[config.mk]
export PLATFORM = sky130hd
export DESIGN_NAME = vres_event_select
export DESIGN_NICKNAME = d
export VERILOG_FILES = /design/src/pkg/vres_pkg.sv /design/src/pkg/vres_sel_if.sv /design/src/hw/vres_event_select.sv /design/src/hw/vres_counter.sv
export VERILOG_INCLUDE_DIRS = /design/src /design/src/pkg
export SDC_FILE = /design/constraint.sdc
export NUM_CORES = 1
export LEC_CHECK = 0
export ABC_AREA = 1
export BUFFER_PORTS_ARGS = -buffer_cell sky130_fd_sc_hd__buf_2
export CAP_MARGIN = 10
export CORE_MARGIN = 1.5
export CORE_UTILIZATION = 50
export CTS_CLUSTER_SIZE = 40
export DETAILED_ROUTE_END_ITERATION = 8
export PLACE_DENSITY = 0.81
export SLEW_MARGIN = 40
export SYNTH_ARGS = -nofsm -noshare
export SYNTH_HDL_FRONTEND = slang
export SYNTH_SLANG_ARGS = --single-unit
[constraint.sdc]
create_clock -name sys_clk -period 2.28 [get_ports sys_clk]
set_input_delay 0.456 -clock sys_clk [delete_from_list [all_inputs] [get_ports sys_clk]]
set_output_delay 0.456 -clock sys_clk [all_outputs]
set_load 0.02 [all_outputs]
[src/pkg/vres_consts.svh]
// Constants for the vertical ring event select block.
// Operation
// - Code 9A counts starvation, seven ring/agent bits.
// - Code 9B counts credit and tag starvation.
// - Code B0 counts request ring pass/sink cycles.
// - Mask bits: up-even, up-odd, down-even, down-odd.
// - Left stops: up clockwise; right stops reversed.
// - First half of stops left, rest right.
// - Code B4 counts ack-credit ring busy cycles.
// - Code B1 counts ack ring busy cycles.
// - Code B2 counts data ring busy cycles.
// - Code B3 invalidate ring, bit0 up, bit2 down.
// - Code B5 counts tag ring busy cycles.
`ifndef VRES_CONSTS_SVH
`define VRES_CONSTS_SVH
`define VRES_CODE_STARVED0 8'h9A
`define VRES_CODE_STARVED1 8'h9B
`define VRES_CODE_REQ_BUSY 8'hB0
`define VRES_CODE_ACK_BUSY 8'hB1
`define VRES_CODE_DATA_BUSY 8'hB2
`define VRES_CODE_INV_BUSY 8'hB3
`define VRES_CODE_ACKC_BUSY 8'hB4
`define VRES_CODE_TAG_BUSY 8'hB5
`define VRES_BIT_UP_EVEN 0
`define VRES_BIT_UP_ODD 1
`define VRES_BIT_DESCENDING_EVEN_SLOT 2
`define VRES_BIT_DESCENDING_ODD_SLOT 3
`define VRES_CNT_W 48
`define VRES_STOP_W 6
`endif

[src/pkg/vres_pkg.sv]
// Types for the vertical ring event select block.
package vres_pkg;
    // Per-ring occupancy: [0]=cw even, [1]=cw odd, [2]=ccw even, [3]=ccw odd.
    typedef logic [3:0] vres_ring_use_t;
    typedef enum logic [1:0] {VRES_IDLE, VRES_COUNT} vres_state_t;
endpackage

[src/pkg/vres_sel_if.sv]
// Interface between the event selector and the counter.
`timescale 1ns/1ps
interface vres_sel_if;
    logic hit;
    logic clr;
    modport sel (output hit, output clr);
    modport cnt (input hit, input clr);
endinterface

[src/hw/vres_event_select.sv]
// Vertical ring event selection and qualification for one mesh stop.
`timescale 1ns/1ps
`include "vres_consts.svh"
module vres_event_select (
    // Clock and reset
    input wire logic sys_clk,
    input wire logic rstn,
    // Counter control
    input wire logic enable,
    input wire logic counter_clear,
    input wire logic [7:0] event_code,
    input wire logic [7:0] unit_mask,
    // Stop placement
    input wire logic [`VRES_STOP_W-1:0] stop_index,
    input wire logic [`VRES_STOP_W-1:0] stop_count,
    // Starvation sources, set0: req a0, ack a0, data a0, inv a0, req a1, ack a1, data a1
    input wire logic [6:0] vertical_egress_starvation_set0,
    // Starvation sources, set1: ack credit a0, ack credit a1, tag ring
    input wire logic [2:0] vertical_egress_starvation_set1,
    // Ring pass/sink occupancy per physical ring and slot parity
    input wire vres_pkg::vres_ring_use_t request_ring_use,
    input wire vres_pkg::vres_ring_use_t ack_ring_busy_in,
    input wire vres_pkg::vres_ring_use_t ack_credit_ring_use,
    input wire vres_pkg::vres_ring_use_t data_ring_use,
    input wire vres_pkg::vres_ring_use_t tag_ring_use,
    // Invalidate ring: [0] up, [1] down as seen at this stop
    input wire logic [1:0] invalidate_ring_use,
    // Injection by this stop, per ring (req, ack, ack credit, data, inv, tag)
    input wire logic [5:0] local_inject,
    // Outputs
    output logic event_hit_reg,
    output logic on_right_side_reg,
    output logic [`VRES_CNT_W-1:0] event_count_reg
);
    // ==========================================================
    // Side of the ring
    // ==========================================================
    // Placement is registered; it changes only at configuration time,
    // so one cycle of lag after a change is harmless.
    always_ff @(posedge sys_clk) begin
        if (!rstn) begin
            on_right_side_reg <= 1'b0;
        end else begin
            on_right_side_reg <= ({1'b0, stop_index} << 1) >= {1'b0, stop_count};
        end
    end

    // Remap a physical cw/ccw occupancy vector to up/down labels.
    function automatic vres_pkg::vres_ring_use_t to_updown(
        input vres_pkg::vres_ring_use_t phys, input logic right);
        to_updown = right ? {phys[1:0], phys[3:2]} : phys;
    endfunction

    // Decode the four direction/parity mask bits against an up/down vector.
    function automatic logic dir_hit(input vres_pkg::vres_ring_use_t ud,
        input logic [7:0] m, input logic inj);
        dir_hit = !inj && (
            (m[`VRES_BIT_UP_EVEN] && ud[0]) || (m[`VRES_BIT_UP_ODD] && ud[1]) ||
            (m[`VRES_BIT_DESCENDING_EVEN_SLOT] && ud[2]) || (m[`VRES_BIT_DESCENDING_ODD_SLOT] && ud[3]));
    endfunction

    // ==========================================================
    // Event selection
    // ==========================================================
    logic hit_next;
    always_comb begin
        hit_next = 1'b0;
        if (event_code == `VRES_CODE_STARVED0) begin
            hit_next = |(unit_mask[6:0] & vertical_egress_starvation_set0);
        end else if (event_code == `VRES_CODE_STARVED1) begin
            hit_next = |(unit_mask[2:0] & vertical_egress_starvation_set1);
        end else if (event_code == `VRES_CODE_REQ_BUSY) begin
            hit_next = dir_hit(to_updown(request_ring_use, on_right_side_reg),
                unit_mask, local_inject[0]);
        end else if (event_code == `VRES_CODE_ACK_BUSY) begin
            hit_next = dir_hit(to_updown(ack_ring_busy_in, on_right_side_reg),
                unit_mask, local_inject[1]);
        end else if (event_code == `VRES_CODE_ACKC_BUSY) begin
            hit_next = dir_hit(to_updown(ack_credit_ring_use, on_right_side_reg),
                unit_mask, local_inject[2]);
        end else if (event_code == `VRES_CODE_DATA_BUSY) begin
            hit_next = dir_hit(to_updown(data_ring_use, on_right_side_reg),
                unit_mask, local_inject[3]);
        end else if (event_code == `VRES_CODE_INV_BUSY) begin
            // Single ring: bit 0 up, bit 2 down; odd bits have no meaning here.
            hit_next = !local_inject[4] && ((unit_mask[`VRES_BIT_UP_EVEN] &&
                invalidate_ring_use[0]) || (unit_mask[`VRES_BIT_DESCENDING_EVEN_SLOT] &&
                invalidate_ring_use[1]));
        end else if (event_code == `VRES_CODE_TAG_BUSY) begin
            hit_next = dir_hit(to_updown(tag_ring_use, on_right_side_reg),
                unit_mask, local_inject[5]);
        end
    end

    // ==========================================================
    // Counting
    // ==========================================================
    always_ff @(posedge sys_clk) begin
        if (!rstn) begin
            event_hit_reg <= 1'b0;
        end else begin
            event_hit_reg <= enable && hit_next;
        end
    end

    vres_sel_if link ();
    assign link.hit = event_hit_reg;
    assign link.clr = counter_clear;

    vres_counter u_counter (
        .sys_clk(sys_clk),
        .rstn(rstn),
        .sel(link.cnt),
        .count(event_count_reg)
    );

    // ==========================================================
    // Checks
    // ==========================================================
    a_starve0_hit: assert property (@(posedge sys_clk) disable iff (!rstn)
        (enable && event_code == `VRES_CODE_STARVED0) |=>
        event_hit_reg == |($past(unit_mask[6:0]) & $past(vertical_egress_starvation_set0)))
        else $error("set0 starvation hit wrong");
    a_starve1_hit: assert property (@(posedge sys_clk) disable iff (!rstn)
        (enable && event_code == `VRES_CODE_STARVED1) |=>
        event_hit_reg == |($past(unit_mask[2:0]) & $past(vertical_egress_starvation_set1)))
        else $error("set1 starvation hit wrong");
    a_req_inject: assert property (@(posedge sys_clk) disable iff (!rstn)
        (event_code == `VRES_CODE_REQ_BUSY && local_inject[0]) |=> !event_hit_reg)
        else $error("request ring counted an injection cycle");
    a_left_upeven: assert property (@(posedge sys_clk) disable iff (!rstn)
        (enable && event_code == `VRES_CODE_DATA_BUSY && !on_right_side_reg &&
        !local_inject[3] && unit_mask[3:0] == 4'h1 && data_ring_use[0]) |=> event_hit_reg)
        else $error("up-even on the left side missed");
    a_right_swap: assert property (@(posedge sys_clk) disable iff (!rstn)
        (enable && event_code == `VRES_CODE_ACK_BUSY && on_right_side_reg &&
        unit_mask[3:0] == 4'h1 && ack_ring_busy_in == 4'h1) |=> !event_hit_reg)
        else $error("right side did not reverse directions");
    a_side_split: assert property (@(posedge sys_clk) disable iff (!rstn)
        (stop_count == `VRES_STOP_W'(4) && stop_index == `VRES_STOP_W'(2)) |=> on_right_side_reg)
        else $error("second half stop not on the right");
    a_ackc_inject: assert property (@(posedge sys_clk) disable iff (!rstn)
        (event_code == `VRES_CODE_ACKC_BUSY && local_inject[2]) |=> !event_hit_reg)
        else $error("ack credit ring counted an injection");
    a_inv_down: assert property (@(posedge sys_clk) disable iff (!rstn)
        (enable && event_code == `VRES_CODE_INV_BUSY && !local_inject[4] &&
        unit_mask[2] && invalidate_ring_use[1]) |=> event_hit_reg)
        else $error("invalidate down cycle missed");
    a_tag_inject: assert property (@(posedge sys_clk) disable iff (!rstn)
        (event_code == `VRES_CODE_TAG_BUSY && local_inject[5]) |=> !event_hit_reg)
        else $error("tag ring counted an injection");
    a_disabled_quiet: assert property (@(posedge sys_clk) disable iff (!rstn)
        !enable |=> !event_hit_reg)
        else $error("hit while disabled");

    // ==========================================================
    // Direction and parity checks
    // ==========================================================
    // Left side: the labels equal the physical rings, up on the clockwise one.
    a_left_dnodd: assert property (@(posedge sys_clk) disable iff (!rstn)
        (enable && event_code == `VRES_CODE_REQ_BUSY && !on_right_side_reg &&
        !local_inject[0] && unit_mask[3:0] == 4'h8 && request_ring_use[3]) |=> event_hit_reg)
        else $error("down-odd on the left side missed");
    a_left_upodd: assert property (@(posedge sys_clk) disable iff (!rstn)
        (enable && event_code == `VRES_CODE_ACK_BUSY && !on_right_side_reg &&
        !local_inject[1] && unit_mask[3:0] == 4'h2 && ack_ring_busy_in[1]) |=> event_hit_reg)
        else $error("up-odd on the left side missed");
    a_ackc_dneven: assert property (@(posedge sys_clk) disable iff (!rstn)
        (enable && event_code == `VRES_CODE_ACKC_BUSY && !on_right_side_reg &&
        !local_inject[2] && unit_mask[3:0] == 4'h4 && ack_credit_ring_use[2]) |=> event_hit_reg)
        else $error("ack credit down-even missed");
    a_data_dnodd: assert property (@(posedge sys_clk) disable iff (!rstn)
        (enable && event_code == `VRES_CODE_DATA_BUSY && !on_right_side_reg &&
        !local_inject[3] && unit_mask[3:0] == 4'h8 && data_ring_use[3]) |=> event_hit_reg)
        else $error("data ring down-odd missed");
    a_tag_upeven: assert property (@(posedge sys_clk) disable iff (!rstn)
        (enable && event_code == `VRES_CODE_TAG_BUSY && !on_right_side_reg &&
        !local_inject[5] && unit_mask[3:0] == 4'h1 && tag_ring_use[0]) |=> event_hit_reg)
        else $error("tag ring up-even missed");
    // Right side: up is the counter-clockwise ring, down the clockwise one.
    a_right_upeven: assert property (@(posedge sys_clk) disable iff (!rstn)
        (enable && event_code == `VRES_CODE_DATA_BUSY && on_right_side_reg &&
        !local_inject[3] && unit_mask[3:0] == 4'h1 && data_ring_use[2]) |=> event_hit_reg)
        else $error("right side up-even missed");
    a_right_dneven: assert property (@(posedge sys_clk) disable iff (!rstn)
        (enable && event_code == `VRES_CODE_DATA_BUSY && on_right_side_reg &&
        !local_inject[3] && unit_mask[3:0] == 4'h4 && data_ring_use[0]) |=> event_hit_reg)
        else $error("right side down-even missed");
    a_right_ackdn: assert property (@(posedge sys_clk) disable iff (!rstn)
        (enable && event_code == `VRES_CODE_ACK_BUSY && on_right_side_reg &&
        !local_inject[1] && unit_mask[3:0] == 4'h4 && ack_ring_busy_in[0]) |=> event_hit_reg)
        else $error("right side ack down-even missed");
    a_side_left: assert property (@(posedge sys_clk) disable iff (!rstn)
        (stop_count == `VRES_STOP_W'(4) && stop_index == `VRES_STOP_W'(1)) |=>
        !on_right_side_reg)
        else $error("first half stop not on the left");

    // ==========================================================
    // Selection checks
    // ==========================================================
    a_starve0_agent1: assert property (@(posedge sys_clk) disable iff (!rstn)
        (enable && event_code == `VRES_CODE_STARVED0 && unit_mask[6] &&
        vertical_egress_starvation_set0[6]) |=> event_hit_reg)
        else $error("agent 1 data starvation missed");
    a_starve1_tag: assert property (@(posedge sys_clk) disable iff (!rstn)
        (enable && event_code == `VRES_CODE_STARVED1 && unit_mask[2] &&
        vertical_egress_starvation_set1[2]) |=> event_hit_reg)
        else $error("tag ring starvation missed");
    a_ack_inject: assert property (@(posedge sys_clk) disable iff (!rstn)
        (event_code == `VRES_CODE_ACK_BUSY && local_inject[1]) |=> !event_hit_reg)
        else $error("ack ring counted an injection");
    a_data_inject: assert property (@(posedge sys_clk) disable iff (!rstn)
        (event_code == `VRES_CODE_DATA_BUSY && local_inject[3]) |=> !event_hit_reg)
        else $error("data ring counted an injection");
    a_inv_inject: assert property (@(posedge sys_clk) disable iff (!rstn)
        (event_code == `VRES_CODE_INV_BUSY && local_inject[4]) |=> !event_hit_reg)
        else $error("invalidate ring counted an injection");
    a_inv_up: assert property (@(posedge sys_clk) disable iff (!rstn)
        (enable && event_code == `VRES_CODE_INV_BUSY && !local_inject[4] &&
        unit_mask[0] && invalidate_ring_use[0]) |=> event_hit_reg)
        else $error("invalidate up cycle missed");
    a_inv_odd_quiet: assert property (@(posedge sys_clk) disable iff (!rstn)
        (event_code == `VRES_CODE_INV_BUSY && !unit_mask[0] && !unit_mask[2]) |=> !event_hit_reg)
        else $error("invalidate counted without a direction bit");
    a_unknown_quiet: assert property (@(posedge sys_clk) disable iff (!rstn)
        !(event_code inside {`VRES_CODE_STARVED0, `VRES_CODE_STARVED1, `VRES_CODE_REQ_BUSY,
        `VRES_CODE_ACK_BUSY, `VRES_CODE_DATA_BUSY, `VRES_CODE_INV_BUSY,
        `VRES_CODE_ACKC_BUSY, `VRES_CODE_TAG_BUSY}) |=> !event_hit_reg)
        else $error("hit on an unknown event code");
endmodule

[src/hw/vres_counter.sv]
// Event counter that adds one per qualifying cycle.
`timescale 1ns/1ps
`include "vres_consts.svh"
module vres_counter (
    // Clock and reset
    input wire logic sys_clk,
    input wire logic rstn,
    // Selector side
    vres_sel_if.cnt sel,
    // Count value
    output logic [`VRES_CNT_W-1:0] count
);
    always_ff @(posedge sys_clk) begin
        if (!rstn || sel.clr) begin
            count <= '0;
        end else if (sel.hit) begin
            count <= count + `VRES_CNT_W'(1);
        end
    end

    a_count_step: assert property (@(posedge sys_clk) disable iff (!rstn)
        (!sel.clr && sel.hit) |=> count == $past(count) + `VRES_CNT_W'(1))
        else $error("counter did not step on a hit");
    a_count_hold: assert property (@(posedge sys_clk) disable iff (!rstn)
        (!sel.clr && !sel.hit) |=> $stable(count))
        else $error("counter moved without a hit");
    a_count_clear: assert property (@(posedge sys_clk) disable iff (!rstn)
        sel.clr |=> count == '0)
        else $error("counter did not clear");
endmodule

# Word level (Yosys, flattened, before mapping)
# Index checks and enable logic that the tools add are counted.
[op_classes]
addsub = 1
n_lt_le_gt_ge = 1
eq_ne = 8
n_mux = 13
bitwise = 2
reduce_logical = 55
[op_table]
columns = ["cell", "n"]
rows = [
  ["equality test 8 bit, second input constant", 8],
  ["adder 48 x 1 -> 48 bit, second input constant", 1],
  ["logical AND 1 bit", 29],
  ["2-to-1 mux 4 bit", 5],
  ["logical OR 1 bit", 17],
  ["2-to-1 mux 1 bit", 8],
  ["AND 7 bit", 1],
  ["greater-or-equal comparator 7 x 6 -> 1 bit", 1],
  ["logical NOT 1 bit", 7],
  ["OR reduction 7 bit", 1],
  ["AND 3 bit", 1],
  ["OR reduction 3 bit", 1],
]
[word_totals]
reg_bits = 50
inputBits = 70
output_inout_bits = 50
elab_cells = 83

# Logic depth before layout (Yosys ltp)
# Gate-level depths: netlist of run 1.
[logic_depth]
word_depth = 15
depth_mapped = 12
ltp_nobuf = 12

# Cells and area by module
# A second synthesis of run 1 with hierarchy kept.
[hier_totals]
cells_unflattened = 621
area_unflattened_um2 = 3636.0
[modules_own_cells]
columns = ["module", "instances", "cells_each", "area_per_inst_um2"]
rows = [
  ["vres_counter", 1, 462, 2836.5],
  ["vres_event_select", 1, 159, 799.5],
]

# Least setup slack after synthesis of run 1
# OpenSTA, ideal clock, no wires.
[synth_path]
kind = "register -> register"
start = "reg u_counter.count[0]"
end = "reg u_counter.count[34]"
setup_ns = 0.128
arrival_time_ns = 1.752
required_time_ns = 2.152
setup_slack_ns = 0.401
path_stages_with_launch = 12
synth_period_minus_slack_ns = 1.879
cell_sequence = "dfxtp_1 > ha_1 > nand3_1 > nor2_2 > nand2_2 > nor2_4 > nand3_1 > nor2_1 > inv_1 > nor2_1 > xor2_1 > nor2_1"
[synth_between]
elab_chain_cells = 1
[synth_lines]
columns = ["item", "line", "rtl"]
rows = [
  ["from (decl)", "vres_counter.sv:11", "output logic [`VRES_CNT_W-1:0] count"],
  ["from (signal assigned)", "vres_counter.sv:17", "count <= count + `VRES_CNT_W'(1);"],
  ["adder 48 x 1 -> 48 bit", "vres_counter.sv:17", ""],
]
# Every way passes these cells.
# A chain may end at the register's enable or synchronous reset.

# Final worst setup path of run 1
# Same ends and word-level chain as after synthesis.

==> results.cfg, run 1 <==
[run_status]
status = complete, no violations

[global_routing]
antenna_found_initial = 0
first_global_vias = 3244
grt_overflow = 0
grtUsageMet3_pct = 4.57
grt_busiest_layer = met2
met1_usage_pct = 32.3
grt_pass1_wl_um = 14400
grt_max_degree = 28
use_met2_pct = 41.8
grtUsageTotal_pct = 24.7

[sta]
drv_slew = 0
timing.final.ws_setup_ns = 0.317
skew_ns = 0.0180
hold_violations = 0
setup_tns_ns = 0
slew_headroom_pct = 65.8
period_share_pct = 86.1
max_freq_ghz = 0.509
whs_ns = 0.426
timing.final.crit_period_ns = 1.96
worst_slew_pin_slew_ns = 0.509
rsz0062_at_grt = false
setup_viol = 0

[routing]
first_iter_violations = 201
avgRoutedWirePerCell_um = 12.2
vias_per_cell = 5.18
vias = 3615
drt-total-wl_um = 8520
dr.pass1.iters = 5
drc = 0
ant_nets = 0

[placed_design]
post-place-ws_ns = 0.342
portBuffers = 118
dp.cells = 690
dpl.hpwl_um = 6720
gp_congestion = 0.895

[final_layout]
nets = 698
area_growth_syn_to_layout_pct = 24.1
largest_reg_flops = 48
num_antenna_cells = 0
drive_gt1_share_pct = 23.3
final_cells = 698

[clocking]
cts_root_buf = clkbuf_8
cts_max_level = 2
ctsHoldBuffers = 0
tritoncts = yes
cts_sinks = 50
clk_latency_ns = 0.31
post_cts_resized = 0
numCtsBuffers = 5
clock_path_buffers = 2
cts_setup_buffers = 0
clk_pin_slew_ns = 0.09

[die]
io_pins = 120
dieArea_sq_um = 6860
die_h_um = 82.8
initial_core_util_pct = 52.9
fp.coreArea_sq_um = 6030
rows = 28
die_w_um = 82.8

[pwr]
vdd_drop_max_mv = 0.271
p_per_area_nw_per_um2 = 411
p_leak_nw = 1.81
power_mw = 1.62

[hold_path]
hold_class = in -> reg

[synthesis]
synth_compound_area_share_pct = 13.4
synth_fa_ha_area_share_pct = 2.36
ys_types = 36
ys_seq_area_share_pct = 31.4
synth_top_family_by_area = simple AND/OR/NAND/NOR gates
synth.most_common_cell = nand2_1
yosysTopAreaCellShare_pct = 31.4
netlist_top_cells_area = dfxtp_1, nand2_1, nor2_1
synth-xor-area-share_pct = 5.22
post_synth_and_or_nand_nor_area_fraction_pct = 37.7
synth_fp_nets = 579
avgSynthCellArea_sq_um = 6.34
ys_warn_count = 0
syn_inst = 503
synthMuxAreaShare_pct = 0
synth_area_sq_um = 3190
ys_ff_latch = 50
synth_common_cells = nand2_1, nor2_1, inv_1
async_flop_share_pct = 0
synth_edf_count = 0
yosys_most_used_dff = dfxtp_1
synth.largest_area_cell = dfxtp_1

[worst_setup_path]
cp.arrival_ns = 2.15
startpoint_type = flop
required_ns = 2.47
cp_max_fo = 5
critPathKind = reg -> reg
cp-end-kind = flop

[job]
drv_cap = 0
## placed cells by master, fill, tap and decap left out, drive strengths merged
cell	n
nor3	24
clkinv	2
a22o	1
nor4	1
nand4	16
o21ai	33
nor2	89
nand3b	3
dfxtp	50
a31oi	1
o211ai	2
clkinvlp	1
nand2	110
buf	121
xor2	14
o2111ai	1
a21oi	31
clkbuf	6
xnor2	5
o21a	7
nand3	22
a221oi	1
a211oi	1
or2	1
inv	74
ha	6
## power by group
group	total [mW]	switching [mW]	internal, mW	leakage (nW)
combinational	0.204	0.114	0.0904	1.36
clock	0.545	0.300	0.245	0.0472
sequential	0.875	0.000863	0.874	0.403
## path summary, 6_finish.rpt
check                      from                  end  slack, ns  depth (start not counted)
min reg2reg  u_counter.count[7]   u_counter.count[7]       0.50                          2
max reg2reg  u_counter.count[0]  u_counter.count[34]       0.32                         11
max          u_counter.count[0]  u_counter.count[34]       0.32                         11
min               stop_index[5]    on_right_side_reg       0.43                          3
## metrics by stage
stage	area, sq um	util [%]
2_1_floorplan	3190	-
3_3_place_gp	3860	64.0
3_5_place_dp	3860	64.0
4_1_cts	3950	65.6
5_1_grt	3950	65.6
6_report	3950	65.6
## routing by layer
metal / part of all wire (%) / routed length, um
met5: 0 / 0
met4: 1.9 / 162
met3: 6.5 / 557
met2: 48 / 4070
met1: 44 / 3730
## worst max-delay path, stage by stage, from the launching register on
cell and delay [ns]:
dfxtp_1 0.41, ha_1 0.20, nand3_1 0.11, nor2_2 0.19, nand2_2 0.11, nor2_4 0.17, nand3_1 0.13, nor2_1 0.11
inv_1 0.08, nor2_1 0.12, xor2_1 0.17, nor2_1 0.05
## cells by family (layout without fill, tap and decap cells)
logic type / after synthesis / after routing
flip-flops: 50 / 50
XOR/XNOR: 19 / 19
adder cells (fa/ha/maj): 6 / 6
AND/OR/NAND/NOR: 266 / 266
AO/OA/AOI/OAI: 78 / 78
buffers and inverters: 84 / 204
## final cells by class
cell class	instances	area, sq um
clock inverter	2	12.5
multi-input combinational	369	1870
inverter	75	282
timing repair buffer	121	613
tap	75	93.8
fill	571	2070
clock buffer	6	82.6
sequential	50	1000
(Power assumes the default switching activity.)
==> run 2, diff against run 1 <==
==> constraint.sdc (replaced) <==
create_clock -name sys_clk -period 1.9 [get_ports sys_clk]
set_input_delay 0.38 -clock sys_clk [delete_from_list [all_inputs] [get_ports sys_clk]]
set_output_delay 0.38 -clock sys_clk [all_outputs]
set_load 0.02 [all_outputs]
==> results.cfg, run 2 (same netlist as run 1, synthesis figures left out) <==
[run_status]
status = complete, no violations

[final_layout]
area_growth_syn_to_layout_pct = 32.0
drive_gt1_share_pct = 28.5
nets = 717
stdcell_area_sq_um = 4210
largest_reg_flops = 48
final_common_cell = buf_2
num_antenna_cells = 0
layout_common_cells = buf_2, nand2_1, nor2_1

[sta]
period_share_pct = 97.7
slew_headroom_pct = 64.0
drv_slew = 0
rsz0062_at_grt = true
hold_violations = 0
setup_viol = 0
skew_ns = 0.00993
timing.final.ws_setup_ns = 0.0442
timing.final.crit_period_ns = 1.86
max_freq_ghz = 0.539
whs_ns = 0.354
worst_slew_pin_slew_ns = 0.534

[pwr]
swShare_pct = 24.4
pwr-share-comb_pct = 11.8
vdd_drop_max_mv = 0.302
power_mw = 2.11
clock_power_share_pct = 38.3
p_int_mw = 1.59
p_leak_nw = 1.94
p_sw_mw = 0.513
seqPwrFrac_pct = 49.9
p_per_area_nw_per_um2 = 501

[worst_setup_path]
cp-end-kind = flop
cp.arrival_ns = 2.07
required_ns = 2.11
crit_slowest_cell = dfxtp_2
critPathTopFamily = simple AND/OR/NAND/NOR gates
cp_max_fo = 5
cpPeakStageDelay_ns = 0.38
startpoint_type = flop
crit_path_frequent_cell = nor2_4
critPathBufInv = 1
worstPathCellList = ha_4 -> nand3_2 -> nor2_4 -> nand2_4 -> nor2_4 -> inv_2 -> nor3_4 -> nand2_1 -> xor2_1 -> nor2_1
critPathKind = reg -> reg

[clocking]
numCtsBuffers = 5
cts_root_buf = clkbuf_8
tritoncts = yes
cts_max_level = 2
clk_pin_slew_ns = 0.10
clock_path_buffers = 2
ctsHoldBuffers = 0
cts_sinks = 50
clk_latency_ns = 0.31

[routing]
drc = 0
vias = 3732
drt-total-wl_um = 9050
ant_nets = 0
dr.pass1.iters = 5
avgRoutedWirePerCell_um = 12.6
first_iter_violations = 195
vias_per_cell = 5.21

[die]
die_w_um = 82.8
dieArea_sq_um = 6860
die_h_um = 82.8
fp.coreArea_sq_um = 6030
initial_core_util_pct = 52.9
rows = 28
io_pins = 120

[placed_design]
portBuffers = 118
dpl_cell_area_sq_um = 3960
post-place-ws_ns = 0.00713
gp_congestion = 0.915
dpl.hpwl_um = 7010

[global_routing]
first_global_vias = 3417
grtUsageTotal_pct = 25.5
grt_pass1_wl_um = 14900
grt_max_degree = 22
grt_overflow = 0
antenna_found_initial = 0

[job]
drv_cap = 0

[hold_path]
hold_class = in -> reg
==> run 2: cell types whose count changed in the layout (fill, tap and decap cells not counted), moves of 2 or more <==
cell / previous run / this run
nor3_2: 0 / 4
nand3_1: 21 / 19
nor2_2: 3 / 6
buf_4: 3 / 22
nor3_1: 23 / 19
nor2_1: 82 / 76
nand3_2: 1 / 3
dfxtp_2: 0 / 5
dfxtp_1: 50 / 45
nor2_4: 4 / 7
==> run 2: what timing repair did <==
item / CTS / global route
buffers inserted: 0 / 5
endpoints found under the setup margin: 0 / 17
gates resized for setup: 0 / 24
==> run 2: layer usage <==
metal  global-route usage, %  part of all wire, %
met5                       0                    0
met1                    32.4                   43
met4                    8.48                  2.2
met3                    4.97                  7.1
met2                    43.4                   48
==> run 2: worst register-to-register path, delay by kind of cell (launching register included) <==
kind	cells	cell delay, ns
and+or+nand+nor	7	0.99
DFF	1	0.38
adders and majority gates	1	0.15
xor gates and xnor gates	1	0.15
buffers and inverters	1	0.09
==> run 2: final timing paths <==
kind	to	from	slack, ns	cells past startpoint
setup / recovery	u_counter.count[38]	u_counter.count[0]	0.04	10
hold reg to reg	u_counter.count[7]	u_counter.count[7]	0.50	2
setup reg to reg	u_counter.count[38]	u_counter.count[0]	0.04	10
hold / removal	on_right_side_reg	stop_index[5]	0.35	3
==> run 2: through the flow <==
step | setup TNS, ns | std cells | utilization (%)
final | 0 | 717 | 69.8
after detailed placement | 0 | 704 | 65.8
after global routing | -0.256 | 717 | 69.8
after floorplan | 0 | 503 | -
after global placement | 0 | 704 | 65.8
after CTS | 0 | 712 | 67.8
==> run 2: power by group through the flow <==
stage	clock (mW)	combinational [mW]	sequential [mW]
global route	0.859	0.282	1.05
finish	0.807	0.248	1.05
CTS	0.815	0.247	1.05
detailed placement	0	0.246	1.08
floorplan	0	0.131	1.08
global placement	0	0.236	1.07
==> run 2: area by class of cell <==
cell class	instances	area (sq um)
flip-flops and latches	50	1010
fillers	531	1820
repair buffers	140	756
well taps	75	93.8
inverters	75	282
clock buffers	6	82.6
multi-input cells	369	1950
clock inverters	2	38.8
